$ cat src/rtl/ufs_consts.vh
`ifndef UFS_CONSTS_VH
`define UFS_CONSTS_VH

// ==========================================================
// register byte offsets
`define UFS_OFS_CONTROL      8'h00
`define UFS_OFS_IRQ_ENABLE   8'h04
`define UFS_OFS_FIFO_FLUSH   8'h08
`define UFS_OFS_LINE_STATUS  8'h0C
`define UFS_OFS_MODEM_STATUS 8'h10
`define UFS_OFS_IRQ_IDENT    8'h14
`define UFS_OFS_FIFO_LEVEL   8'h18

// ==========================================================
// control register fields
`define UFS_CTL_FOUR_WIRE    0
`define UFS_CTL_AUTO_REQ     1
`define UFS_CTL_AUTO_CLEAR   2
`define UFS_CTL_POLARITY     3
`define UFS_CTL_LEVEL_LO     4
`define UFS_CTL_LEVEL_HI     5
`define UFS_CTL_MANUAL_REQ   6
`define UFS_CTL_BREAK        7
`define UFS_CTL_RESET        8'h00

// ==========================================================
// interrupt enable fields
`define UFS_IEN_RX_DATA      0
`define UFS_IEN_TX_EMPTY     1
`define UFS_IEN_LINE         2
`define UFS_IEN_MODEM        3
`define UFS_IEN_TRIG_LO      4
`define UFS_IEN_TRIG_HI      5
`define UFS_IEN_RESET        6'h00

// ==========================================================
// flush fields
`define UFS_FLUSH_TX         0
`define UFS_FLUSH_RX         1

// ==========================================================
// line status fields
`define UFS_LS_DATA          0
`define UFS_LS_OVERRUN       1
`define UFS_LS_PARITY        2
`define UFS_LS_FRAMING       3
`define UFS_LS_BREAK         4
`define UFS_LS_TX_EMPTY      5
`define UFS_LS_SHIFT_EMPTY   6
`define UFS_LS_ERROR         7

// ==========================================================
// modem status fields
`define UFS_MS_CHANGED       0
`define UFS_MS_LEVEL         4

// ==========================================================
// interrupt identity codes
`define UFS_IRQ_LINE         3'h3
`define UFS_IRQ_RX_DATA      3'h2
`define UFS_IRQ_RX_IDLE      3'h6
`define UFS_IRQ_TX_EMPTY     3'h1
`define UFS_IRQ_MODEM        3'h0

// ==========================================================
// fifo depth and receive idle timeout in character times
`define UFS_FIFO_DEPTH       5'h10
`define UFS_IDLE_CHARS       3'h4

`endif

$ cat src/rtl/ufs_top.v
`timescale 1ns/10ps
`include "ufs_consts.vh"

module ufs_top (
	input  wire        clock_in,
	input  wire        reset_n_in,
	// ahb-lite slave
	input  wire        hsel_in,
	input  wire [31:0] haddr_in,
	input  wire [1:0]  htrans_in,
	input  wire        hwrite_in,
	input  wire [2:0]  hsize_in,
	input  wire [31:0] hwdata_in,
	input  wire        hready_in,
	output wire        hreadyout_out,
	output wire        hresp_out,
	output reg  [31:0] hrdata_out,
	// serial datapath status, same clock
	input  wire [4:0]  rx_fifo_count_in,
	input  wire [4:0]  tx_fifo_count_in,
	input  wire        tx_shifter_busy_in,
	input  wire        rx_char_done_in,
	input  wire        rx_parity_err_in,
	input  wire        rx_frame_err_in,
	input  wire        rx_break_in,
	input  wire        rx_char_time_in,
	// serial datapath control
	output wire        tx_start_allow_out,
	output reg         tx_break_out,
	output reg         tx_fifo_flush_out,
	output reg         rx_fifo_flush_out,
	// handshake pins
	input  wire        clear_to_send_pin_in,
	output reg         request_to_send_out,
	output reg         request_to_send_oe_out
);

	// ==========================================================
	// functions
	function [4:0] deassert_level;
		input [1:0] sel;
		begin
			case (sel)
				2'h0:    deassert_level = 5'h08;
				2'h1:    deassert_level = 5'h0B;
				2'h2:    deassert_level = 5'h0D;
				default: deassert_level = 5'h0F;
			endcase
		end
	endfunction

	function [4:0] data_trigger;
		input [1:0] sel;
		begin
			case (sel)
				2'h0:    data_trigger = 5'h01;
				2'h1:    data_trigger = 5'h04;
				2'h2:    data_trigger = 5'h08;
				default: data_trigger = 5'h0E;
			endcase
		end
	endfunction

	// ==========================================================
	// registers and wires
	reg  [7:0]  control_r;
	reg  [5:0]  irq_enable_r;
	reg         cts_meta_r;
	reg         cts_sync_r;
	reg         cts_last_r;
	reg         cts_changed_r;
	reg         overrun_r;
	reg         parity_r;
	reg         framing_r;
	reg         break_seen_r;
	reg         error_sum_r;
	reg  [2:0]  idle_count_r;
	reg         dp_valid_r;
	reg         dp_write_r;
	reg  [7:0]  dp_addr_r;
	reg  [31:0] rdata_nxt;
	reg  [3:0]  irq_ident_nxt;

	wire        four_wire;
	wire        auto_request_enable;
	wire        auto_clear_gate_enable;
	wire        handshake_polarity;
	wire        line_break_request;
	wire [4:0]  request_deassert_level;
	wire [4:0]  rx_trigger;
	wire        addr_phase;
	wire        wr_control;
	wire        wr_irq_enable;
	wire        wr_flush;
	wire        rd_line_status;
	wire        rd_modem_status;
	wire        transmit_fifo_flush;
	wire        receive_fifo_flush;
	wire        clear_active;
	wire        request_active;
	wire        rx_full;
	wire        tx_fifo_empty_flag;
	wire        shifter_empty_flag;
	wire        rx_data_present_flag;
	wire        line_irq;
	wire        rx_data_irq;
	wire        rx_idle_irq;
	wire        tx_empty_irq;
	wire        modem_irq;
	wire [7:0]  line_status;
	wire [7:0]  modem_status;

	assign four_wire              = control_r[`UFS_CTL_FOUR_WIRE];
	assign auto_request_enable    = control_r[`UFS_CTL_AUTO_REQ];
	assign auto_clear_gate_enable = control_r[`UFS_CTL_AUTO_CLEAR];
	assign handshake_polarity     = control_r[`UFS_CTL_POLARITY];
	assign line_break_request     = control_r[`UFS_CTL_BREAK];
	assign request_deassert_level =
		deassert_level(control_r[`UFS_CTL_LEVEL_HI:`UFS_CTL_LEVEL_LO]);
	assign rx_trigger = data_trigger(irq_enable_r[`UFS_IEN_TRIG_HI:`UFS_IEN_TRIG_LO]);

	// ==========================================================
	// ahb-lite slave, zero wait, always okay
	assign hreadyout_out = 1'b1;
	assign hresp_out     = 1'b0;
	// only whole-word accesses are acted upon
	assign addr_phase = hsel_in & htrans_in[1] & hready_in & (hsize_in == 3'h2);

	always @(posedge clock_in or negedge reset_n_in) begin
		if (!reset_n_in) begin
			dp_valid_r <= 1'b0;
			dp_write_r <= 1'b0;
			dp_addr_r  <= 8'h00;
		end else begin
			dp_valid_r <= addr_phase & hwrite_in;
			dp_write_r <= hwrite_in;
			dp_addr_r  <= haddr_in[7:0];
		end
	end

	// writes land in the data phase; reads are sampled in the address phase
	assign wr_control      = dp_valid_r & dp_write_r & (dp_addr_r == `UFS_OFS_CONTROL);
	assign wr_irq_enable   = dp_valid_r & dp_write_r & (dp_addr_r == `UFS_OFS_IRQ_ENABLE);
	assign wr_flush        = dp_valid_r & dp_write_r & (dp_addr_r == `UFS_OFS_FIFO_FLUSH);
	assign rd_line_status  = addr_phase & ~hwrite_in & (haddr_in[7:0] == `UFS_OFS_LINE_STATUS);
	assign rd_modem_status = addr_phase & ~hwrite_in & (haddr_in[7:0] == `UFS_OFS_MODEM_STATUS);

	assign transmit_fifo_flush = wr_flush & hwdata_in[`UFS_FLUSH_TX];
	assign receive_fifo_flush  = wr_flush & hwdata_in[`UFS_FLUSH_RX];

	// ==========================================================
	// control and enable registers
	always @(posedge clock_in or negedge reset_n_in) begin
		if (!reset_n_in) begin
			control_r    <= `UFS_CTL_RESET;
			irq_enable_r <= `UFS_IEN_RESET;
		end else begin
			if (wr_control) begin
				control_r <= hwdata_in[7:0];
			end
			if (wr_flush && (hwdata_in[`UFS_FLUSH_TX] || hwdata_in[`UFS_FLUSH_RX])) begin
				// trigger back to one character, enables kept
				irq_enable_r[`UFS_IEN_TRIG_HI:`UFS_IEN_TRIG_LO] <= 2'h0;
			end else if (wr_irq_enable) begin
				irq_enable_r <= hwdata_in[5:0];
			end
		end
	end

	// flush pulses only reach the fifos, never the shift registers
	always @(posedge clock_in or negedge reset_n_in) begin
		if (!reset_n_in) begin
			tx_fifo_flush_out <= 1'b0;
			rx_fifo_flush_out <= 1'b0;
		end else begin
			tx_fifo_flush_out <= transmit_fifo_flush;
			rx_fifo_flush_out <= receive_fifo_flush;
		end
	end

	// ==========================================================
	// clear-to-send synchroniser and change flag
	always @(posedge clock_in or negedge reset_n_in) begin
		if (!reset_n_in) begin
			// idle level of the active-low default, so no false change after reset
			cts_meta_r    <= 1'b1;
			cts_sync_r    <= 1'b1;
			cts_last_r    <= 1'b1;
			cts_changed_r <= 1'b0;
		end else begin
			cts_meta_r <= clear_to_send_pin_in;
			cts_sync_r <= cts_meta_r;
			cts_last_r <= cts_sync_r;
			// edge wins over the read that clears it
			cts_changed_r <= (cts_changed_r & ~rd_modem_status) |
				(cts_sync_r ^ cts_last_r);
		end
	end

	// ==========================================================
	// handshake lines
	assign clear_active = handshake_polarity ? cts_sync_r : ~cts_sync_r;
	assign request_active = rx_fifo_count_in < request_deassert_level;

	// start gate only: a character already in the shifter finishes
	assign tx_start_allow_out = ~line_break_request &
		(~(four_wire & auto_clear_gate_enable) | clear_active);

	always @(posedge clock_in or negedge reset_n_in) begin
		if (!reset_n_in) begin
			request_to_send_out    <= 1'b0;
			request_to_send_oe_out <= 1'b0;
			tx_break_out           <= 1'b0;
		end else begin
			request_to_send_oe_out <= four_wire;
			if (auto_request_enable) begin
				request_to_send_out <= handshake_polarity ? request_active
					: ~request_active;
			end else begin
				request_to_send_out <= control_r[`UFS_CTL_MANUAL_REQ];
			end
			// forces the line low mid-character, corrupting it
			tx_break_out <= line_break_request;
		end
	end

	// ==========================================================
	// line status flags, event wins over read clear
	assign rx_full = rx_fifo_count_in == `UFS_FIFO_DEPTH;

	always @(posedge clock_in or negedge reset_n_in) begin
		if (!reset_n_in) begin
			overrun_r    <= 1'b0;
			parity_r     <= 1'b0;
			framing_r    <= 1'b0;
			break_seen_r <= 1'b0;
			error_sum_r  <= 1'b0;
		end else begin
			overrun_r    <= (overrun_r & ~rd_line_status) |
				(rx_char_done_in & rx_full);
			parity_r     <= (parity_r & ~rd_line_status) | rx_parity_err_in;
			framing_r    <= (framing_r & ~rd_line_status) | rx_frame_err_in;
			break_seen_r <= (break_seen_r & ~rd_line_status) | rx_break_in;
			error_sum_r  <= (error_sum_r & ~rd_line_status) |
				rx_parity_err_in | rx_frame_err_in | rx_break_in;
		end
	end

	assign tx_fifo_empty_flag   = tx_fifo_count_in == 5'h00;
	assign shifter_empty_flag   = ~tx_shifter_busy_in;
	assign rx_data_present_flag = rx_fifo_count_in != 5'h00;

	assign line_status = {error_sum_r, shifter_empty_flag, tx_fifo_empty_flag,
		break_seen_r, framing_r, parity_r, overrun_r, rx_data_present_flag};
	assign modem_status = {3'h0, cts_sync_r, 3'h0, cts_changed_r};

	// ==========================================================
	// receive idle timer in character times
	always @(posedge clock_in or negedge reset_n_in) begin
		if (!reset_n_in) begin
			idle_count_r <= 3'h0;
		end else if (rx_char_done_in || !rx_data_present_flag || receive_fifo_flush) begin
			idle_count_r <= 3'h0;
		end else if (rx_char_time_in && (idle_count_r != `UFS_IDLE_CHARS)) begin
			idle_count_r <= idle_count_r + 3'h1;
		end
	end

	// ==========================================================
	// interrupt sources and identity
	assign line_irq = irq_enable_r[`UFS_IEN_LINE] &
		(overrun_r | parity_r | framing_r | break_seen_r);
	assign rx_data_irq = irq_enable_r[`UFS_IEN_RX_DATA] &
		(rx_fifo_count_in >= rx_trigger);
	assign rx_idle_irq = irq_enable_r[`UFS_IEN_RX_DATA] & rx_data_present_flag &
		(rx_fifo_count_in < rx_trigger) & (idle_count_r == `UFS_IDLE_CHARS);
	assign tx_empty_irq = irq_enable_r[`UFS_IEN_TX_EMPTY] & tx_fifo_empty_flag;
	assign modem_irq = irq_enable_r[`UFS_IEN_MODEM] & cts_changed_r;

	always @* begin
		irq_ident_nxt = {3'h0, 1'b1};
		if (line_irq) begin
			irq_ident_nxt = {`UFS_IRQ_LINE, 1'b0};
		end else if (rx_data_irq) begin
			irq_ident_nxt = {`UFS_IRQ_RX_DATA, 1'b0};
		end else if (rx_idle_irq) begin
			irq_ident_nxt = {`UFS_IRQ_RX_IDLE, 1'b0};
		end else if (tx_empty_irq) begin
			irq_ident_nxt = {`UFS_IRQ_TX_EMPTY, 1'b0};
		end else if (modem_irq) begin
			irq_ident_nxt = {`UFS_IRQ_MODEM, 1'b0};
		end
	end

	// ==========================================================
	// read data, registered at the address phase edge
	always @* begin
		rdata_nxt = 32'h0000_0000;
		case (haddr_in[7:0])
			`UFS_OFS_CONTROL:      rdata_nxt = {24'h00_0000, control_r};
			`UFS_OFS_IRQ_ENABLE:   rdata_nxt = {26'h000_0000, irq_enable_r};
			`UFS_OFS_LINE_STATUS:  rdata_nxt = {24'h00_0000, line_status};
			`UFS_OFS_MODEM_STATUS: rdata_nxt = {24'h00_0000, modem_status};
			`UFS_OFS_IRQ_IDENT:    rdata_nxt = {28'h000_0000, irq_ident_nxt};
			`UFS_OFS_FIFO_LEVEL:   rdata_nxt = {19'h0_0000, tx_fifo_count_in,
				3'h0, rx_fifo_count_in};
			default:               rdata_nxt = 32'h0000_0000;
		endcase
	end

	always @(posedge clock_in or negedge reset_n_in) begin
		if (!reset_n_in) begin
			hrdata_out <= 32'h0000_0000;
		end else if (addr_phase && !hwrite_in) begin
			hrdata_out <= rdata_nxt;
		end
	end

endmodule // ufs_top

$ cat config.mk
export PLATFORM = sky130hd
export DESIGN_NAME = ufs_top
export DESIGN_NICKNAME = d
export VERILOG_FILES = /design/src/rtl/ufs_top.v
export VERILOG_INCLUDE_DIRS = /design/src /design/src/rtl
export SDC_FILE = /design/constraint.sdc
export NUM_CORES = 1
export LEC_CHECK = 0
export BUFFER_PORTS_ARGS = -buffer_cell sky130_fd_sc_hd__buf_2
export CORE_ASPECT_RATIO = 0.7
export CORE_MARGIN = 4
export CORE_UTILIZATION = 45
export DETAILED_ROUTE_END_ITERATION = 8
export HOLD_SLACK_MARGIN = 0.02
export PLACE_DENSITY = 0.78
export SLEW_MARGIN = 30
export SYNTH_ARGS = -nofsm -noshare
export SYNTH_HDL_FRONTEND = slang
export SYNTH_SLANG_ARGS = --single-unit
export TNS_END_PERCENT = 1
$ cat constraint.sdc
create_clock -name clock_in -period 4.2 [get_ports clock_in]
set_clock_uncertainty 0.05 [all_clocks]
set_input_delay 0.84 -clock clock_in [delete_from_list [all_inputs] [get_ports clock_in]]
set_output_delay 0.84 -clock clock_in [all_outputs]
set_load 0.05 [all_outputs]
==> impl_metrics.toml, run 1 <==
[outcome]
status = "finished, final reports clean"

[worst_setup_path]
cp_data_required_time_ns = 4.36
cp_slowest_cell = "nor4_1"
end_kind = "flip-flop"
crit_arrival_ns = 2.86
reg2reg_slack_ns = 1.75
r2r_start = "dp_addr_r[1]"
critPathLaunch = "haddr_in[1]"
regToRegEndpoint = "control_r[6]"
cp_max_fo = 8
path_class = "input pin to flip-flop"
r2r_cells = 4
slowest_delay_ns = 0.71
worst_setup_path_start_kind = "input pin"
worstPathCellList = "buf_2 -> nor4_1 -> nand2b_1 -> a311oi_4 -> a21bo_2 -> o21ai_0"

[placed_design]
post-dp-hpwl_um = 5320
dpl.cell_count = 400
io_buffers = 60
place_congestion = 0.899

[hold_path]
min_path_type = "flip-flop to flip-flop"
min_path_cells = 0
min_from = "cts_meta_r"
hold_path_end = "cts_sync_r"

[clocking]
cts_buffers = 5
cts_hold_buf = 0
post_cts_buffers = 0
cts_sinks = 54
cts_tree = "yes"
h-tree-depth = 2
clk_pin_slew_ns = 0.10
root_buffer = "clkbuf_8"
cts_buffer_depth = 2
ctsResizeCount = 0
clock_latency_ns = 0.31

[detailed_routing]
drc_errors = 0
drt_iter0_drc = 92
firstDrtPassIters = 4
via_count = 2218
finalWirelength_um = 6740
wl_per_cell_um = 16.5
detail-route-antenna-nets = 0
vias_per_cell = 5.44

[synth]
synth_most_common_cell = "dfrtp_1"
yosys.cell_types.count = 57
synth.area.top_cells = "dfrtp_1 45%, buf_4 5.6%, mux2_2 5.6%, nand2_1 4.8%, ha_1 3.6%"
synth-async-reset-ratio = 1.00
netlist.area_leader.share = 0.455
ys_top_cells_by_count = "51 x dfrtp_1, 36 x nand2_1, 21 x buf_4"
synth_edf_count = 0
synth-seq-area-share = 0.483
synthFlopType = "dfrtp_1"
syn_area_sq_um = 2810
synth_seq_cells = 54
yosysTopAreaCell = "dfrtp_1"
yosysWarnings = 0
syn_inst = 271
syn-mean-instance-area_sq_um = 10.4

[sta]
rsz0062_at_grt = "false"
finalSetupTns_ns = 0
max-slew-margin-rel = 0.393
fmax_mhz = 371
hold_viol = 0
hold_ws_ns = 0.311
fin_crit_ns = 2.70
period_share = 0.642
setup-violations-final = 0
drv_slew = 0
tightest_slew_ns = 0.903

[grt]
grtUsageMet2 = 0.262
grt_pass1_vias = 2099
grt_use_met1 = 0.278
grt_pass1_wl_um = 10600
grtUsageTotal = 0.182
grt-ovfl-total = 0
antenna_found_initial = 0
top_usage_layer = "met1"
grt_use_met3 = 0.0431
grt_max_degree = 37

[floorplanning]
die_area_sq_um = 7580
start_util = 0.478
fp-row-count = 23
die_w_um = 102
die_h_um = 74.1
io_pins = 131
core-area_sq_um = 5870

[final_layout]
drive_above_1_share = 0.276
fillers = 550
antenna_cells = 0
final_cell_count_no_fill = 408
seq_area_sq_um = 1360
area_delta_synth_final_pct = 14.2
multi_input_area_sq_um = 1290
nets = 431

[power]
ir_worst_vdd_uv = 175
power_density_nw_per_um2 = 313
leakage_nw = 1.57
fin_total_pwr_mw = 1.00

[run]
max_cap_violations = 0
[area by class of cell]
type | count | share of cell area
inverters | 13 | 0.0152
clock buffers | 7 | 0.0301
well taps | 75 | 0.0293
multi-input cells | 196 | 0.401
flip-flops and latches | 54 | 0.423
repair buffers | 62 | 0.0984
clock inverters | 1 | 0.00273
[cells in the final DEF, fill, tap and decap left out, drive strengths merged, types with 2 or more instances in the layout]
cell type  count
nand2         36
nor3           6
inv           13
dfrtp         51
o31ai          2
nand2b         5
nor2          14
buf           62
xor2           2
o22ai          3
xnor2          2
o2bb2ai        2
o21ai         11
clkbuf         7
a221o          2
mux2i          4
conb          21
a22oi          2
nor4           3
or4            2
a21oi          9
ha             8
o41ai          2
o211ai         3
nor3b          2
nor4bb         2
nand3          3
and3           4
nand4b         3
nor2b          2
mux2          14
dfstp          3
a21o           4
[per-stage QoR]
stage	instance area [sq um]	utilization	setup slack [ns]
4_1_cts	3200	0.546	1.52
2_1_floorplan	2880	-	1.61
3_3_place_gp	3100	0.528	1.30
6_report	3200	0.546	1.50
5_1_grt	3200	0.546	1.29
3_5_place_dp	3100	0.528	1.21
[worst max path at each step]
stage | depth (start not counted) | slack (ns) | end
floorplan | 5 | 1.61 | error_sum_r
global placement | 6 | 1.30 | hrdata_out[1]
detailed placement | 6 | 1.21 | hrdata_out[1]
CTS | 6 | 1.52 | hrdata_out[1]
global route | 6 | 1.29 | hrdata_out[1]
finish | 6 | 1.50 | hrdata_out[1]
[per-layer routing]
metal,vias to the layer above,part of all wire,wire (um)
li1,1048,-,-
met1,1067,0.47,3170
met2,92,0.42,2820
met3,11,0.10,682
met4,0,0.010,70
met5,-,0,0
[cells by family after synthesis]
group	count (synthesis)	synth area share
xor gates and xnor gates	4	0.0125
adders and majority gates	8	0.0357
DFF	54	0.483
muxes	18	0.0704
AOI/OAI and AO/OA	55	0.145
and+or+nand+nor	90	0.166
other	2	0.00268
buffers and inverters	40	0.0843
[power by group]
group	switching (mW)	internal, mW
sequential	0.0109	0.532
clock	0.174	0.151
combinational	0.0955	0.0388
total	0.280	0.723
[sequential cells by signal (all words and copies together), names as in the netlist]
signal,count
hrdata_out,13
control_r,8
dp_addr_r,8
irq_enable_r,6
idle_count_r,3
break_seen_r,1
cts_changed_r,1
cts_last_r,1
cts_meta_r,1
cts_sync_r,1
dp_valid_r,1
dp_write_r,1
error_sum_r,1
framing_r,1
overrun_r,1
parity_r,1
request_to_send_oe_out,1
request_to_send_out,1
rx_fifo_flush_out,1
tx_break_out,1
tx_fifo_flush_out,1
[worst max-delay path: cells and delay by family]
family	cells	cell delay, ns
buffers and inverters	1	0.11
AOI/OAI and AO/OA	3	0.93
and+or+nand+nor	2	0.97
(Power assumes the default switching activity.)
==> run 2, diff against run 1 <==
==> constraint.sdc (replaced) <==
create_clock -name clock_in -period 2.6 [get_ports clock_in]
set_clock_uncertainty 0.05 [all_clocks]
set_input_delay 0.52 -clock clock_in [delete_from_list [all_inputs] [get_ports clock_in]]
set_output_delay 0.52 -clock clock_in [all_outputs]
set_load 0.05 [all_outputs]
==> run 2 against run 1 <==
Clock-buffer cell count is 1 lower. First-iteration DRC count increased by 16%. Wire length is 0.13% lower. Largest cell class unchanged. Sequential share of layout area decreased by 0.55 points. Cell count rose by 1.7%. Non-clock buffer count rose by 7.
==> impl_metrics.toml, run 2 (synthesis gave the netlist of run 1 again) <==
[outcome]
status = "finished, final reports clean"

[worst_setup_path]
path_class = "flip-flop to flip-flop"
slowest_delay_ns = 0.49
path_delay_family = "simple AND/OR/NAND/NOR gates"
critPathBufInv = 0
cp_data_required_time_ns = 2.75
worst_setup_path_start_kind = "flip-flop"
crit_arrival_ns = 2.35
worstPathCellList = "nor4bb_1 -> nand4b_1 -> nor2_1 -> mux2_2"
end_kind = "flip-flop"
cp_slowest_cell = "nor2_1"
cp_max_fo = 6

[sta]
drv_slew = 0
period_share = 0.847
fin_crit_ns = 2.20
tightest_slew_ns = 0.656
fmax_mhz = 454
setup-violations-final = 0
hold_viol = 0
rsz0062_at_grt = "false"
max-slew-margin-rel = 0.563
finalSetupTns_ns = 0

[final_layout]
nets = 438
area_delta_synth_final_pct = 15.7
seq_area_sq_um = 1360
final_core_util = 0.553
largest_register = "hrdata_out"
antenna_cells = 0
fillers = 533
multi_input_area_sq_um = 1290
fin_area_sq_um = 3250
drive_above_1_share = 0.291
layout_commonest_cell = "buf_2"
final_cell_mix = "60 x buf_2, 51 x dfrtp_1, 36 x nand2_1, 21 x conb_1"
largest_reg_flops = 13
reg.largest.list = "hrdata_out: 13 flops, control_r: 8 flops, dp_addr_r: 8 flops"

[hold_path]
min_path_type = "input pin to asynchronous set/reset pin"

[clocking]
cts_buffers = 5
clk_pin_slew_ns = 0.09
ctsResizeCount = 0
cts_sinks = 54
cts_tree = "yes"
cts_buffer_depth = 2
cts_hold_buf = 0
post_cts_buffers = 0
h-tree-depth = 2
root_buffer = "clkbuf_8"
clock_latency_ns = 0.31

[floorplanning]
core-area_sq_um = 5870
fp-row-count = 23
die_area_sq_um = 7580
die_h_um = 74.1
die_w_um = 102
io_pins = 131
start_util = 0.478

[grt]
grtUsageTotal = 0.186
grt_pass1_vias = 2154
grt_max_degree = 31
grt_pass1_wl_um = 10800
antenna_found_initial = 0
grt-ovfl-total = 0

[run]
max_cap_violations = 0

[power]
leakage_nw = 1.60
p_comb_frac = 0.138
seq_power_share = 0.555
p_sw_mw = 0.442
power_density_nw_per_um2 = 487
swShare = 0.279
p_int_mw = 1.14
pwr-share-clk = 0.307
ir_worst_vdd_uv = 267

[placed_design]
place_congestion = 0.894
io_buffers = 60
post-dp-hpwl_um = 5320
dpl_cell_area_sq_um = 3150

[detailed_routing]
via_count = 2217
finalWirelength_um = 6740
firstDrtPassIters = 4
detail-route-antenna-nets = 0
wl_per_cell_um = 16.2
drt_iter0_drc = 107
vias_per_cell = 5.34
drc_errors = 0
## run 2: cell type report
cell class / count / share of cell area
Timing Repair Buffer: 69 / 0.113
Sequential cell: 54 / 0.417
Multi-Input combinational cell: 196 / 0.396
Clock buffer: 6 / 0.0254
Tap cell: 75 / 0.0289
Clock inverter: 2 / 0.00385
Inverter: 13 / 0.0150
## run 2: worst paths after layout
| check | slack, ns | startpoint | cells after the start | endpoint |
|---|---|---|---|---|
| hold reg to reg | 0.31 | cts_meta_r | 0 | cts_sync_r |
| max in group asynchronous | 1.67 | reset_n_in | 2 | hrdata_out[0] |
| setup / recovery | 0.40 | dp_addr_r[1] | 4 | irq_enable_r[2] |
| hold / removal | 0.18 | reset_n_in | 1 | dp_addr_r[1] |
| setup reg to reg | 0.40 | dp_addr_r[1] | 4 | irq_enable_r[2] |
| min in group clock_in | 0.25 | clear_to_send_pin_in | 1 | cts_meta_r |
## run 2: power by group through the flow
| stage | combinational, mW | clock [mW] | sequential [mW] |
|---|---|---|---|
| 2_1_floorplan | 0.162 | 0 | 0.888 |
| 3_3_place_gp | 0.214 | 0 | 0.893 |
| 3_5_place_dp | 0.218 | 0 | 0.893 |
| 4_1_cts | 0.219 | 0.501 | 0.877 |
| 5_1_grt | 0.243 | 0.530 | 0.881 |
| 6_report | 0.218 | 0.486 | 0.877 |
## run 2: routing by layer
metal | GRT usage | vias up | routed length, um | part of all wire
met5 | 0 | - | 0 | 0
met4 | 0.0320 | 0 | 31 | 0.0046
met3 | 0.0459 | 5 | 628 | 0.093
met2 | 0.281 | 69 | 2890 | 0.43
met1 | 0.278 | 1077 | 3180 | 0.47
li1 | - | 1066 | - | -
## run 2: metrics by stage
| stage | worst slack, ns | power (mW) | hold WS [ns] | cells |
|---|---|---|---|---|
| 2_1_floorplan | 0.328 | 1.05 | 0.174 | 290 |
| 6_report | 0.397 | 1.58 | 0.183 | 415 |
| 3_5_place_dp | 0.157 | 1.11 | 0.297 | 407 |
| 4_1_cts | 0.369 | 1.60 | 0.197 | 415 |
| 3_3_place_gp | 0.184 | 1.11 | 0.296 | 407 |
| 5_1_grt | 0.225 | 1.65 | 0.232 | 415 |
